File: src/common/t16wm_consts.vh
// Purpose: Constants for the 16-bit timer waveform mode block
// Assumes: Included by the design files by bare name
// Notes: Mode codes, fixed tops and prescaler selects
`ifndef T16WM_CONSTS_VH
`define T16WM_CONSTS_VH
`define T16WM_MODE_NORMAL 4'h0
`define T16WM_MODE_PC8 4'h1
`define T16WM_MODE_PC9 4'h2
`define T16WM_MODE_PC10 4'h3
`define T16WM_MODE_CTC_A 4'h4
`define T16WM_MODE_FP8 4'h5
`define T16WM_MODE_FP9 4'h6
`define T16WM_MODE_FP10 4'h7
`define T16WM_MODE_PC_CAP 4'hA
`define T16WM_MODE_PC_A 4'hB
`define T16WM_MODE_CTC_CAP 4'hC
`define T16WM_MODE_FP_CAP 4'hE
`define T16WM_MODE_FP_A 4'hF
`define T16WM_TOP_8 16'h00FF
`define T16WM_TOP_9 16'h01FF
`define T16WM_TOP_10 16'h03FF
`define T16WM_MAX 16'hFFFF
`define T16WM_BOTTOM 16'h0000
`define T16WM_COM_NONE 2'h0
`define T16WM_COM_TOGGLE 2'h1
`define T16WM_COM_CLEAR 2'h2
`define T16WM_COM_SET 2'h3
`define T16WM_PRE_STOP 3'h0
`define T16WM_PRE_1 3'h1
`define T16WM_PRE_8 3'h2
`define T16WM_PRE_64 3'h3
`define T16WM_PRE_256 3'h4
`define T16WM_PRE_1024 3'h5
`define T16WM_DIV_8 10'h007
`define T16WM_DIV_64 10'h03F
`define T16WM_DIV_256 10'h0FF
`define T16WM_DIV_1024 10'h3FF
`endif

File: src/hw/t16wm_timer.v
// Purpose: Waveform mode logic of a 16-bit timer/counter
// Assumes: All control inputs come from logic on sys_clk_in
// Notes: Flags are one-cycle event pulses; software keeps sticky copies
`timescale 1ns/100ps
`default_nettype none
`include "t16wm_consts.vh"
module t16wm_timer #(
  parameter WIDTH = 16
) (
  input wire sys_clk_in,
  input wire sys_rst_in,
  input wire [2:0] clk_sel_in,
  input wire [3:0] waveform_mode_sel_in,
  input wire [1:0] compare_a_output_mode_in,
  input wire [1:0] compare_b_output_mode_in,
  input wire pin_direction_a_in,
  input wire pin_direction_b_in,
  input wire [WIDTH-1:0] compare_a_wdata_in,
  input wire compare_a_we_in,
  input wire [WIDTH-1:0] compare_b_wdata_in,
  input wire compare_b_we_in,
  input wire [WIDTH-1:0] capture_top_wdata_in,
  input wire capture_top_we_in,
  input wire [WIDTH-1:0] count_wdata_in,
  input wire count_we_in,
  output reg [WIDTH-1:0] count_value_out,
  output reg [WIDTH-1:0] compare_a_value_out,
  output reg [WIDTH-1:0] compare_b_value_out,
  output reg [WIDTH-1:0] capture_top_value_out,
  output reg compare_a_flag_out,
  output reg compare_b_flag_out,
  output reg capture_flag_out,
  output reg overflow_flag_out,
  output reg wave_out_a_out,
  output reg wave_out_b_out,
  output reg wave_out_a_oe_out,
  output reg wave_out_b_oe_out
);
  wire tick;
  reg [WIDTH-1:0] count;
  reg [WIDTH-1:0] cmp_a_buf;
  reg [WIDTH-1:0] cmp_b_buf;
  reg [WIDTH-1:0] cmp_a_act;
  reg [WIDTH-1:0] cmp_b_act;
  reg [WIDTH-1:0] cap_top;
  reg count_down;
  reg block_match;
  reg wave_a;
  reg wave_b;
  reg is_ctc, is_fast, is_pc, top_is_a, top_is_cap, buffered;
  reg [WIDTH-1:0] top;
  reg [WIDTH-1:0] next_count;
  reg next_down;
  reg at_top, at_max, at_bottom, match_a, match_b;

  t16wm_prescaler u_pre (
    .sys_clk_in(sys_clk_in),
    .sys_rst_in(sys_rst_in),
    .clk_sel_in(clk_sel_in),
    .tick_out(tick)
  );

  // Masks a written compare value to the fixed resolution
  function [WIDTH-1:0] mask_fixed;
    input [3:0] mode;
    input [WIDTH-1:0] val;
    begin
      case (mode)
        `T16WM_MODE_PC8, `T16WM_MODE_FP8: mask_fixed = val & `T16WM_TOP_8;
        `T16WM_MODE_PC9, `T16WM_MODE_FP9: mask_fixed = val & `T16WM_TOP_9;
        `T16WM_MODE_PC10, `T16WM_MODE_FP10: mask_fixed = val & `T16WM_TOP_10;
        default: mask_fixed = val;
      endcase
    end
  endfunction

  // Output action for one channel on its compare match
  function next_wave;
    input [1:0] com;
    input cur;
    input fast;
    input pc;
    input down;
    input toggle_ok;
    begin
      next_wave = cur;
      if (com == `T16WM_COM_TOGGLE && toggle_ok)
        next_wave = ~cur;
      else if (fast && com == `T16WM_COM_CLEAR)
        next_wave = 1'b1;
      else if (fast && com == `T16WM_COM_SET)
        next_wave = 1'b0;
      else if (pc && com == `T16WM_COM_CLEAR)
        next_wave = down;
      else if (pc && com == `T16WM_COM_SET)
        next_wave = ~down;
      else if (!fast && !pc && com == `T16WM_COM_CLEAR)
        next_wave = 1'b0;
      else if (!fast && !pc && com == `T16WM_COM_SET)
        next_wave = 1'b1;
    end
  endfunction

  always @* begin
    is_ctc = (waveform_mode_sel_in == `T16WM_MODE_CTC_A) ||
             (waveform_mode_sel_in == `T16WM_MODE_CTC_CAP);
    is_fast = (waveform_mode_sel_in == `T16WM_MODE_FP8) ||
              (waveform_mode_sel_in == `T16WM_MODE_FP9) ||
              (waveform_mode_sel_in == `T16WM_MODE_FP10) ||
              (waveform_mode_sel_in == `T16WM_MODE_FP_CAP) ||
              (waveform_mode_sel_in == `T16WM_MODE_FP_A);
    is_pc = (waveform_mode_sel_in == `T16WM_MODE_PC8) ||
            (waveform_mode_sel_in == `T16WM_MODE_PC9) ||
            (waveform_mode_sel_in == `T16WM_MODE_PC10) ||
            (waveform_mode_sel_in == `T16WM_MODE_PC_CAP) ||
            (waveform_mode_sel_in == `T16WM_MODE_PC_A);
    top_is_a = (waveform_mode_sel_in == `T16WM_MODE_CTC_A) ||
               (waveform_mode_sel_in == `T16WM_MODE_FP_A) ||
               (waveform_mode_sel_in == `T16WM_MODE_PC_A);
    top_is_cap = (waveform_mode_sel_in == `T16WM_MODE_CTC_CAP) ||
                 (waveform_mode_sel_in == `T16WM_MODE_FP_CAP) ||
                 (waveform_mode_sel_in == `T16WM_MODE_PC_CAP);
    buffered = is_fast || is_pc;
    // Top source per mode
    case (waveform_mode_sel_in)
      `T16WM_MODE_PC8, `T16WM_MODE_FP8: top = `T16WM_TOP_8;
      `T16WM_MODE_PC9, `T16WM_MODE_FP9: top = `T16WM_TOP_9;
      `T16WM_MODE_PC10, `T16WM_MODE_FP10: top = `T16WM_TOP_10;
      default: begin
        if (top_is_cap)
          top = cap_top;
        else if (top_is_a)
          top = cmp_a_act;
        else
          top = `T16WM_MAX;
      end
    endcase
    // Exact equality only: a top below the count is missed until wrap
    at_top = (count == top) && !block_match;
    at_max = (count == `T16WM_MAX);
    at_bottom = (count == `T16WM_BOTTOM);
    match_a = (count == cmp_a_act) && !block_match;
    match_b = (count == cmp_b_act) && !block_match;
    next_down = count_down;
    if (is_pc) begin
      if (count_down) begin
        if (at_bottom) begin
          next_count = count + 16'h0001;
          next_down = 1'b0;
        end else
          next_count = count - 16'h0001;
      end else if (at_top) begin
        next_count = count - 16'h0001;
        next_down = 1'b1;
      end else
        next_count = count + 16'h0001;
    end else if ((is_ctc || is_fast) && at_top) begin
      next_count = `T16WM_BOTTOM;
      next_down = 1'b0;
    end else begin
      next_count = count + 16'h0001;
      next_down = 1'b0;
    end
  end

  always @(posedge sys_clk_in) begin
    if (sys_rst_in) begin
      count <= `T16WM_BOTTOM;
      cmp_a_buf <= `T16WM_BOTTOM;
      cmp_b_buf <= `T16WM_BOTTOM;
      cmp_a_act <= `T16WM_BOTTOM;
      cmp_b_act <= `T16WM_BOTTOM;
      cap_top <= `T16WM_BOTTOM;
      count_down <= 1'b0;
      block_match <= 1'b0;
      wave_a <= 1'b0;
      wave_b <= 1'b0;
      compare_a_flag_out <= 1'b0;
      compare_b_flag_out <= 1'b0;
      capture_flag_out <= 1'b0;
      overflow_flag_out <= 1'b0;
    end else begin
      compare_a_flag_out <= 1'b0;
      compare_b_flag_out <= 1'b0;
      capture_flag_out <= 1'b0;
      overflow_flag_out <= 1'b0;
      if (capture_top_we_in)
        cap_top <= capture_top_wdata_in;
      if (compare_a_we_in)
        cmp_a_buf <= mask_fixed(waveform_mode_sel_in, compare_a_wdata_in);
      if (compare_b_we_in)
        cmp_b_buf <= mask_fixed(waveform_mode_sel_in, compare_b_wdata_in);
      // Unbuffered modes write the active compare directly
      if (!buffered && compare_a_we_in)
        cmp_a_act <= compare_a_wdata_in;
      if (!buffered && compare_b_we_in)
        cmp_b_act <= compare_b_wdata_in;
      if (count_we_in) begin
        count <= count_wdata_in;
        block_match <= 1'b1;
      end else if (tick) begin
        block_match <= 1'b0;
        count <= next_count;
        count_down <= next_down;
        if (buffered && at_top) begin
          cmp_a_act <= cmp_a_buf;
          cmp_b_act <= cmp_b_buf;
        end
        if (match_a)
          compare_a_flag_out <= 1'b1;
        if (match_b)
          compare_b_flag_out <= 1'b1;
        if (top_is_cap && at_top)
          capture_flag_out <= 1'b1;
        if (is_fast && at_top)
          overflow_flag_out <= 1'b1;
        else if (is_pc && at_bottom)
          overflow_flag_out <= 1'b1;
        else if (!is_fast && !is_pc && at_max)
          overflow_flag_out <= 1'b1;
        // Fast PWM: restore level as the counter passes top to bottom
        if (is_fast && at_top && !match_a &&
            compare_a_output_mode_in[1])
          wave_a <= compare_a_output_mode_in[0];
        else if (match_a)
          wave_a <= next_wave(compare_a_output_mode_in, wave_a, is_fast, is_pc,
                              count_down, !is_fast ||
                              waveform_mode_sel_in == `T16WM_MODE_FP_A);
        if (is_fast && at_top && !match_b &&
            compare_b_output_mode_in[1])
          wave_b <= compare_b_output_mode_in[0];
        else if (match_b)
          wave_b <= next_wave(compare_b_output_mode_in, wave_b, is_fast, is_pc,
                              count_down, !is_fast && !is_pc);
      end
    end
  end

  // Pin drive: level is always registered out; the enable follows the direction
  always @(posedge sys_clk_in) begin
    if (sys_rst_in) begin
      count_value_out <= `T16WM_BOTTOM;
      compare_a_value_out <= `T16WM_BOTTOM;
      compare_b_value_out <= `T16WM_BOTTOM;
      capture_top_value_out <= `T16WM_BOTTOM;
      wave_out_a_out <= 1'b0;
      wave_out_b_out <= 1'b0;
      wave_out_a_oe_out <= 1'b0;
      wave_out_b_oe_out <= 1'b0;
    end else begin
      count_value_out <= count;
      compare_a_value_out <= cmp_a_buf;
      compare_b_value_out <= cmp_b_buf;
      capture_top_value_out <= cap_top;
      wave_out_a_out <= wave_a;
      wave_out_b_out <= wave_b;
      wave_out_a_oe_out <= pin_direction_a_in;
      wave_out_b_oe_out <= pin_direction_b_in;
    end
  end
endmodule // t16wm_timer
`default_nettype wire

File: src/hw/t16wm_prescaler.v
// Purpose: Timer clock enable from the system clock by a prescaler
// Assumes: Select codes from t16wm_consts.vh
// Notes: Tick is one system clock wide
`timescale 1ns/100ps
`default_nettype none
`include "t16wm_consts.vh"
module t16wm_prescaler (
  input wire sys_clk_in,
  input wire sys_rst_in,
  input wire [2:0] clk_sel_in,
  output reg tick_out
);
  reg [9:0] div_count;
  reg [9:0] div_last;
  always @* begin
    case (clk_sel_in)
      `T16WM_PRE_8: div_last = `T16WM_DIV_8;
      `T16WM_PRE_64: div_last = `T16WM_DIV_64;
      `T16WM_PRE_256: div_last = `T16WM_DIV_256;
      `T16WM_PRE_1024: div_last = `T16WM_DIV_1024;
      default: div_last = 10'h000;
    endcase
  end
  // Free running divider; a select change takes effect within one period
  always @(posedge sys_clk_in) begin
    if (sys_rst_in) begin
      div_count <= 10'h000;
      tick_out <= 1'b0;
    end else if (clk_sel_in == `T16WM_PRE_STOP) begin
      div_count <= 10'h000;
      tick_out <= 1'b0;
    end else if (clk_sel_in == `T16WM_PRE_1) begin
      div_count <= 10'h000;
      tick_out <= 1'b1;
    end else if (div_count >= div_last) begin
      div_count <= 10'h000;
      tick_out <= 1'b1;
    end else begin
      div_count <= div_count + 10'h001;
      tick_out <= 1'b0;
    end
  end
endmodule // t16wm_prescaler
`default_nettype wire

File: config.mk
export PLATFORM = sky130hd
export DESIGN_NAME = t16wm_timer
export DESIGN_NICKNAME = d
export VERILOG_FILES = /design/src/hw/t16wm_timer.v /design/src/hw/t16wm_prescaler.v
export VERILOG_INCLUDE_DIRS = /design/src /design/src/common
export SDC_FILE = /design/constraint.sdc
export NUM_CORES = 1
export LEC_CHECK = 0
export ABC_CLOCK_PERIOD_IN_PS = 3700
export BUFFER_PORTS_ARGS = -buffer_cell sky130_fd_sc_hd__buf_2
export CORE_MARGIN = 3
export CORE_UTILIZATION = 35
export CTS_CLUSTER_SIZE = 24
export DETAILED_ROUTE_END_ITERATION = 10
export HOLD_SLACK_MARGIN = 0.06
export PLACE_DENSITY = 0.63
export SYNTH_ARGS = -nofsm -noshare
export SYNTH_HDL_FRONTEND = slang
export SYNTH_HIERARCHICAL = 1
export SYNTH_SLANG_ARGS = --single-unit
File: constraint.sdc
create_clock -name sys_clk_in -period 3.7 [get_ports sys_clk_in]
set_input_delay 0.37 -clock sys_clk_in [delete_from_list [all_inputs] [get_ports sys_clk_in]]
set_output_delay 0.37 -clock sys_clk_in [all_outputs]
set_load 0.05 [all_outputs]
==> results of run 1 <==
## synth_stat cells (4+ instances only)
| cell type | n |
|---|---|
| o211ai_1 | 6 |
| a22oi_1 | 8 |
| nor2b_1 | 83 |
| a21oi_1 | 68 |
| nor3_2 | 10 |
| or3_1 | 14 |
| or2_2 | 6 |
| xor2_1 | 26 |
| or4_1 | 9 |
| xnor2_1 | 24 |
| o21ai_0 | 30 |
| buf_1 | 4 |
| o21a_1 | 4 |
| o22ai_1 | 7 |
| nand4_1 | 19 |
| and3_1 | 15 |
| mux2i_1 | 72 |
| buf_6 | 6 |
| clkbuf_1 | 54 |
| dfxtp_1 | 183 |
| nor3b_1 | 9 |
| o221a_2 | 6 |
| nor4_1 | 17 |
| a21o_1 | 5 |
| a211oi_2 | 32 |
| buf_2 | 8 |
| inv_1 | 22 |
| nand2b_1 | 14 |
| ha_1 | 14 |
| nand3_1 | 30 |
| nor3_1 | 31 |
| o31ai_1 | 5 |
| a221oi_1 | 4 |
| nor2_1 | 120 |
| nand2_1 | 37 |
| or2_1 | 4 |
## metrics by stage
stage	setup WS [ns]	cells	utilization, %	area [um^2]
after floorplan	0.509	1074	-	9480
after global placement	0.148	1549	41.0	10800
after detailed placement	0.176	1549	41.0	10800
after CTS	0.530	1581	43.2	11400
after global routing	0.331	1581	43.2	11400
final	0.484	1581	43.2	11400
## per-layer routing
| layer | up-vias | routed length (um) | GRT usage, % |
|---|---|---|---|
| met4 | 2 | 747 | 6.24 |
| met2 | 315 | 13900 | 33.4 |
| met1 | 4116 | 14400 | 29.1 |
| li1 | 4166 | - | - |
| met3 | 51 | 1730 | 3.19 |
| met5 | - | 13 | 0 |
## worst paths after layout
path         slack, ns                startpoint  cells after the start                      endpoint
max reg2reg       0.48  cmp_a_act[15]$_SDFF_PP0_                     10       cmp_a_act[8]$_SDFF_PP0_
min               0.15        pin_direction_b_in                      2  wave_out_b_oe_out$_SDFF_PP0_
max               0.48  cmp_a_act[15]$_SDFF_PP0_                     10       cmp_a_act[8]$_SDFF_PP0_
min reg2reg       0.47       wave_b$_SDFFE_PP0P_                      2     wave_out_b_out$_SDFF_PP0_
## cells by family after synthesis
group	after synthesis
AOI/OAI and AO/OA	219
xor gates and xnor gates	50
adders and majority gates	14
buffers and inverters	99
DFF	183
muxes	74
and+or+nand+nor	435
## registers in the layout, indices dropped and copies added, names as in the netlist, 10 cells and up
register,flops
u_pre/div_count,10
compare_b_value_out,16
cmp_a_act,16
capture_top_value_out,16
cmp_b_act,16
cap_top,16
count,16
cmp_b_buf,16
count_value_out,16
compare_a_value_out,16
cmp_a_buf,16
## layout make-up
type / instances / area (um^2) / area share (%)
Sequential cell: 183 / 3660 / 32.2
Inverter: 25 / 93.8 / 0.824
Clock inverter: 11 / 113 / 0.989
Multi-Input combinational cell: 792 / 5380 / 47.3
Clock buffer: 21 / 460 / 4.04
Tap cell: 335 / 419 / 3.68
Timing Repair Buffer: 214 / 1250 / 11.0
## power by group through the flow
stage	clock, mW	combinational (mW)	sequential, mW
after floorplan	0	0.463	2.24
after global placement	0	0.789	2.19
after detailed placement	0	0.790	2.19
after CTS	1.86	0.794	2.14
after global routing	1.94	0.863	2.15
final	1.81	0.797	2.14
## worst reg2reg max path: stages (launching register included)
cell      delay [ns]
dfxtp_1         0.38
o221a_1         0.26
or3_1           0.34
a211o_1         0.30
or4_1           0.51
buf_4           0.21
nor3_4          0.43
nand3_4         0.13
buf_12          0.23
nor2_1          0.22
a211oi_2        0.06
==> impl_metrics.py, run 1 <==
metrics = {
    "global_route": {
        "grt_max_degree": 90,
        "grt_pass1_vias": 8157,
        "grt_pass1_wl_um": 47200,
        "grt_use_total_pct": 20.9,
        "overflow": 0,
        "antenna_found_initial": 1,
    },
    "yosys": {
        "synthMuxAreaShare_pct": 7.84,
        "yosys.area.top_type_share_pct": 38.6,
        "yosys.area.top_type": "dfxtp_1",
        "postSynthAreaPerCell_um2": 8.83,
        "synthXorXnorAreaFrac_pct": 4.62,
        "synth_top_family_by_area": "simple AND/OR/NAND/NOR gates",
        "synth_seq_cells": 183,
        "yosys-top-cells-area": "dfxtp_1, mux2i_1, nor2b_1",
        "syn-num-nets": 1171,
        "synthAdderAreaFrac_pct": 1.85,
        "synthArstFlopShare_pct": 0,
        "synth_cell_type_count": 78,
        "synth-compound-area-share_pct": 17.2,
        "syn_area_um2": 9480,
        "synth-simple-area-share_pct": 25.2,
        "syn_inst": 1074,
        "ys_warn_count": 6,
        "ys_seq_area_share_pct": 38.6,
        "synth_flop_cell": "dfxtp_1",
        "synth_edf_count": 0,
    },
    "sta": {
        "setup_viol": 0,
        "hold_slack_ns": 0.147,
        "setup_tns_ns": 0,
        "max_freq_ghz": 0.311,
        "hold_viol_final": 0,
        "slew_headroom_pct": 43.1,
        "tightest_slew_ns": 0.849,
        "min_period_over_period_pct": 86.9,
        "finalClockSkew_ns": 0.0106,
        "slew_violations": 0,
        "rsz0062_at_grt": "false",
        "fin_crit_ns": 3.22,
    },
    "layout": {
        "n_fill_cell": 2664,
        "layout_common_cells": "dfxtp_1, buf_2, nor2_1",
        "diodes": 0,
        "layout_commonest_cell": "dfxtp_1",
        "layout-drive-gt1-share_pct": 24.7,
        "area_growth_syn_to_layout_pct": 20.1,
        "final_nets": 1330,
    },
    "cts": {
        "post_cts_buffers": 0,
        "clock_sinks": 183,
        "cts_max_level": 4,
        "cts_tree": "done",
        "ctsResizeCount": 0,
        "root_buffer": "clkbuf_16",
        "clkLatencyLatePin_ns": 0.44,
        "cts_buffer_depth": 2,
        "holdBufCountCts": 0,
        "cts_buffers": 17,
        "path_clk_slew_ns": 0.07,
    },
    "power_and_ir_drop": {
        "switchingPower_mw": 1.42,
        "leakagePower_nw": 4.99,
        "peakVddDrop_mv": 0.252,
        "seqPwrFrac_pct": 45.1,
        "p_clk_share_pct": 38.1,
        "power.internal_mw": 3.33,
        "pwr-share-comb_pct": 16.8,
        "p_sw_share_pct": 29.9,
        "power_mw": 4.76,
        "p_per_area_nw_per_um2": 418,
    },
    "route": {
        "wl_per_cell_um": 19.4,
        "vias_per_cell": 5.47,
        "dr.pass1.iters": 5,
        "routed_wl_um": 30700,
        "ant_nets": 0,
        "drt_iter0_markers": 837,
        "vias": 8650,
        "drc": 0,
    },
    "flow_run": {
        "cap_viol_max_count": 0,
    },
    "worst_setup_path": {
        "slowest_stage": "or4_1",
        "path_max_fanout": 64,
        "critPathBufInv": 2,
        "start_kind": "flop",
        "worst_setup_path_end_kind": "flop",
        "worstPathCellList": "o221a_1 > or3_1 > a211o_1 > or4_1 > buf_4 > nor3_4 > nand3_4 > buf_12 > nor2_1 > a211oi_2",
        "criticalPathCategory": "flop to flop",
        "cpLargestDelayFamily": "simple AND/OR/NAND/NOR gates",
        "worstPathRequired_ns": 4.00,
        "cpPeakStageDelay_ns": 0.51,
        "arrival_ns": 3.52,
    },
    "floorplan": {
        "pin_count": 155,
        "row_count": 59,
        "die_x_um": 171,
        "fp.dieArea_um2": 29100,
        "start_util_pct": 36.0,
        "die_height_um": 171,
        "core_area_um2": 26400,
    },
    "status": {
        "status": "finished clean",
    },
    "placement": {
        "dpl.hpwl_um": 23000,
        "port_buffers": 154,
        "gp_congestion": 0.983,
    },
    "worst_hold_path": {
        "hold_path_class": "input port to flop",
    },
}
(Power assumes the default switching activity.)
==> run 2, diff against run 1 <==
CTS_BUF_LIST = sky130_fd_sc_hd__clkbuf_4   (was default)
PLACE_DENSITY = default   (was 0.63)
PLACE_DENSITY_LB_ADDON = 0.25   (was default)
REMOVE_ABC_BUFFERS = 1   (was default)
==> impl_metrics.py, run 2 (synthesized netlist as in run 1, its figures left out) <==
metrics = {
    "status": {
        "status": "finished clean",
    },
    "route": {
        "vias_per_cell": 5.28,
        "wl_per_cell_um": 18.2,
        "drt_iter0_markers": 720,
        "vias": 8669,
        "ant_nets": 0,
        "routed_wl_um": 29900,
        "dr.pass1.iters": 7,
        "drc": 0,
    },
    "power_and_ir_drop": {
        "leakagePower_nw": 5.12,
        "peakVddDrop_mv": 0.156,
        "switchingPower_mw": 1.40,
        "p_clk_share_pct": 27.7,
        "pwr-share-comb_pct": 20.3,
        "p_sw_share_pct": 34.1,
        "power.internal_mw": 2.72,
        "p_per_area_nw_per_um2": 353,
        "seqPwrFrac_pct": 52.0,
    },
    "worst_setup_path": {
        "path_max_fanout": 7,
        "arrival_ns": 3.72,
        "regToRegSetupSlack_ns": 0.45,
        "worstPathRequired_ns": 4.17,
        "worst_setup_path_end_kind": "flop",
        "criticalPathCategory": "flop to flop",
        "start_kind": "flop",
    },
    "cts": {
        "holdBufCountCts": 59,
        "clkLatencyLatePin_ns": 0.61,
        "cts_buffers": 17,
        "cts_buffer_depth": 2,
        "cts_max_level": 4,
        "root_buffer": "clkbuf_4",
        "path_clk_slew_ns": 0.20,
        "ctsResizeCount": 0,
        "clock_sinks": 183,
        "post_cts_buffers": 0,
        "cts_tree": "done",
    },
    "sta": {
        "setup_tns_ns": 0,
        "hold_viol_final": 0,
        "setup_viol": 0,
        "slew_violations": 0,
        "rsz0062_at_grt": "false",
        "fin_crit_ns": 3.25,
        "min_period_over_period_pct": 87.7,
        "tightest_slew_ns": 0.885,
        "finalClockSkew_ns": 0.0331,
        "hold_slack_ns": 0.123,
        "max_freq_ghz": 0.308,
        "slew_headroom_pct": 40.5,
    },
    "global_route": {
        "grt_pass1_vias": 8266,
        "grt_use_total_pct": 20.5,
        "overflow": 0,
        "antenna_found_initial": 1,
        "grt_max_degree": 69,
        "grt_pass1_wl_um": 46800,
    },
    "layout": {
        "n_fill_cell": 2615,
        "final_nets": 1389,
        "fin_util_pct": 44.3,
        "seq_area_um2": 3660,
        "area_growth_syn_to_layout_pct": 23.3,
        "layout_common_cells": "dfxtp_1, buf_2, nor2_1",
        "layout_commonest_cell": "dfxtp_1",
        "layout-drive-gt1-share_pct": 23.7,
        "multiInputGateArea_um2": 5380,
    },
    "worst_hold_path": {
        "hold_path_class": "input port to flop",
    },
    "floorplan": {
        "fp.dieArea_um2": 29100,
        "pin_count": 155,
        "die_height_um": 171,
        "row_count": 59,
        "core_area_um2": 26400,
        "start_util_pct": 36.0,
        "die_x_um": 171,
    },
    "placement": {
        "dpl.hpwl_um": 22300,
        "gp_congestion": 0.945,
        "port_buffers": 154,
    },
    "flow_run": {
        "cap_viol_max_count": 0,
    },
}
run 2: layout make-up:
cell class | instances | share of cell area, %
inverter | 25 | 0.803
clock inverter | 14 | 1.33
timing repair buffer | 273 | 15.7
antenna | 2 | 0.0428
clock buffer | 18 | 1.16
sequential | 183 | 31.3
tap | 335 | 3.59
multi-input combinational | 792 | 46.1
run 2: power groups by stage:
stage / sequential (mW) / combinational, mW / clock (mW)
2_1_floorplan: 2.26 / 0.381 / 0
3_3_place_gp: 2.19 / 0.780 / 0
3_5_place_dp: 2.19 / 0.781 / 0
4_1_cts: 2.14 / 0.834 / 1.20
5_1_grt: 2.16 / 0.912 / 1.27
6_report: 2.14 / 0.836 / 1.14
run 2: through the flow:
step	total power [mW]	instances	worst slack, ns	cell area [um^2]
floorplan	2.64	1000	0.158	9140
global placement	2.97	1549	0.118	10800
detailed placement	2.97	1549	0.111	10800
CTS	4.17	1640	0.467	11700
global route	4.34	1642	0.235	11700
finish	4.12	1642	0.454	11700
run 2: worst max-delay path, stage by stage, from the launching register on:
cell and delay [ns]:
dfxtp_1 0.47, or4_1 0.65, or3_1 0.50, or3_1 0.36, or4_1 0.39, or4_1 0.40, nand3_1 0.12, xnor2_1 0.12
o22ai_1 0.09
run 2: worst paths after layout:
| check | start | to | cells after the start |
|---|---|---|---|
| max reg2reg | count[7]$_SDFFE_PP0P_ | count[14]$_SDFFE_PP0P_ | 8 |
| min reg2reg | wave_b$_SDFFE_PP0P_ | wave_out_b_out$_SDFF_PP0_ | 2 |
| max | count[7]$_SDFFE_PP0P_ | count[14]$_SDFFE_PP0P_ | 8 |
| min | count_wdata_in[13] | count[13]$_SDFFE_PP0P_ | 3 |
run 2: per-layer routing:
layer | routed length [um] | GRT usage, %
met3 | 1570 | 3.49
met5 | 0 | 0
met1 | 14100 | 28.4
met2 | 13500 | 32.3
met4 | 733 | 6.91
==> run 3, diff against run 2 <==
==> constraint.sdc (replaced) <==
create_clock -name sys_clk_in -period 3.7 [get_ports sys_clk_in]
set_input_delay 0.74 -clock sys_clk_in [delete_from_list [all_inputs] [get_ports sys_clk_in]]
set_output_delay 0.74 -clock sys_clk_in [all_outputs]
set_load 0.05 [all_outputs]
==> impl_metrics.py, run 3 (synthesized netlist as in run 1, its figures left out) <==
metrics = {
    "cts": {
        "cts_max_level": 4,
        "clock_sinks": 183,
        "cts_buffers": 17,
        "path_clk_slew_ns": 0.18,
        "post_cts_buffers": 0,
        "cts_tree": "done",
        "clkLatencyLatePin_ns": 0.59,
        "holdBufCountCts": 0,
        "cts_buffer_depth": 2,
        "root_buffer": "clkbuf_4",
        "ctsResizeCount": 0,
    },
    "layout": {
        "layout_commonest_cell": "dfxtp_1",
        "layout_common_cells": "dfxtp_1, buf_2, nor2_1",
        "layout-drive-gt1-share_pct": 25.8,
        "final_nets": 1346,
        "final_area_um2": 11300,
        "area_growth_syn_to_layout_pct": 18.8,
        "fin_util_pct": 42.7,
        "n_fill_cell": 2655,
    },
    "power_and_ir_drop": {
        "p_clk_share_pct": 28.8,
        "pwr-share-comb_pct": 19.4,
        "power_mw": 4.13,
        "p_sw_share_pct": 33.5,
        "leakagePower_nw": 4.97,
        "seqPwrFrac_pct": 51.8,
        "power.internal_mw": 2.75,
        "switchingPower_mw": 1.38,
        "p_per_area_nw_per_um2": 367,
        "peakVddDrop_mv": 0.224,
    },
    "sta": {
        "slew_violations": 0,
        "hold_slack_ns": 0.349,
        "setup_viol": 0,
        "tightest_slew_ns": 0.818,
        "finalClockSkew_ns": 0.0309,
        "fin_crit_ns": 3.23,
        "max_freq_ghz": 0.310,
        "min_period_over_period_pct": 87.2,
        "rsz0062_at_grt": "false",
        "hold_viol_final": 0,
        "slew_headroom_pct": 45.0,
    },
    "floorplan": {
        "pin_count": 155,
        "row_count": 59,
        "fp.dieArea_um2": 29100,
        "die_x_um": 171,
        "die_height_um": 171,
        "start_util_pct": 36.0,
        "core_area_um2": 26400,
    },
    "worst_setup_path": {
        "arrival_ns": 3.68,
        "worstSetupStartpoint": "waveform_mode_sel_in[0]",
        "criticalPathCategory": "input port to flop",
        "path_max_fanout": 13,
        "cpPeakStageDelay_ns": 0.54,
        "worstPathRequired_ns": 4.15,
        "slowest_stage": "or4_1",
        "worst_setup_path_end_kind": "flop",
        "start_kind": "input port",
        "worstPathCellList": "buf_2 > nand2_1 > o221a_1 > or3_1 > a211o_1 > or4_1 > buf_4 > buf_4 > or4_1 > nand3_1 > xnor2_1 > o22ai_1",
        "reg2reg_depth": 10,
        "r2r-start": "cmp_a_act[15]$_SDFF_PP0_",
    },
    "route": {
        "vias": 8522,
        "wl_per_cell_um": 18.5,
        "drt_iter0_markers": 615,
        "ant_nets": 0,
        "vias_per_cell": 5.33,
        "routed_wl_um": 29600,
        "drc": 0,
        "dr.pass1.iters": 7,
    },
    "placement": {
        "port_buffers": 154,
        "gp_congestion": 0.975,
        "placed_cell_area_um2": 10900,
        "dpl.hpwl_um": 22300,
    },
    "global_route": {
        "grt_pass1_wl_um": 45700,
        "overflow": 0,
        "antenna_found_initial": 5,
        "grt_pass1_vias": 8151,
        "grt_use_total_pct": 20.1,
        "grt_max_degree": 67,
    },
    "flow_run": {
        "cap_viol_max_count": 0,
    },
    "worst_hold_path": {
        "worstHoldStart": "pin_direction_a_in",
        "min_path_cells": 2,
        "hold_path_class": "input port to flop",
    },
    "status": {
        "status": "finished clean",
    },
}
==> run 3: per-layer routing <==
layer	vias to the layer above	part of all wire, %	GRT usage (%)
li1	4202	-	-
met1	4003	47	26.9
met2	265	46	32.3
met3	46	5.4	4.41
met4	6	2.3	6.10
met5	-	0.10	0
==> run 3: power groups by stage <==
| stage | combinational, mW | sequential (mW) | clock [mW] |
|---|---|---|---|
| finish | 0.801 | 2.14 | 1.19 |
| global route | 0.873 | 2.15 | 1.32 |
| CTS | 0.800 | 2.14 | 1.24 |
| detailed placement | 0.796 | 2.18 | 0 |
| global placement | 0.791 | 2.18 | 0 |
| floorplan | 0.381 | 2.26 | 0 |
==> run 3: metrics by stage <==
step,instances,TNS (ns),setup WS [ns]
finish,1599,0,0.473
global route,1599,0,0.336
CTS,1597,0,0.536
detailed placement,1565,-0.857,-0.0954
global placement,1565,-0.535,-0.124
floorplan,1000,-6.78,-0.212
==> run 3: final timing paths <==
kind                                                      to  slack [ns]
worst max-delay path                  count[14]$_SDFFE_PP0P_        0.47
worst min-delay path            wave_out_a_oe_out$_SDFF_PP0_        0.35
worst max register to register        count[14]$_SDFFE_PP0P_        0.56
worst min register to register     wave_out_b_out$_SDFF_PP0_        0.49
==> run 3: critical path: cells and delay by family <==
family	cells	cell delay, ns
AO/OA/AOI/OAI	3	0.62
XOR/XNOR	1	0.12
buffers and inverters	3	0.56
AND/OR/NAND/NOR	5	1.64
==> run 3: cell type report <==
class,instances,area [um^2],area share (%)
antenna,2,5.00,0.0444
clock buffer,17,128,1.13
clock inverter,15,183,1.62
inverter,25,93.8,0.833
multi-input combinational,792,5380,47.8
sequential,183,3660,32.5
tap,335,419,3.72
timing repair buffer,230,1390,12.3
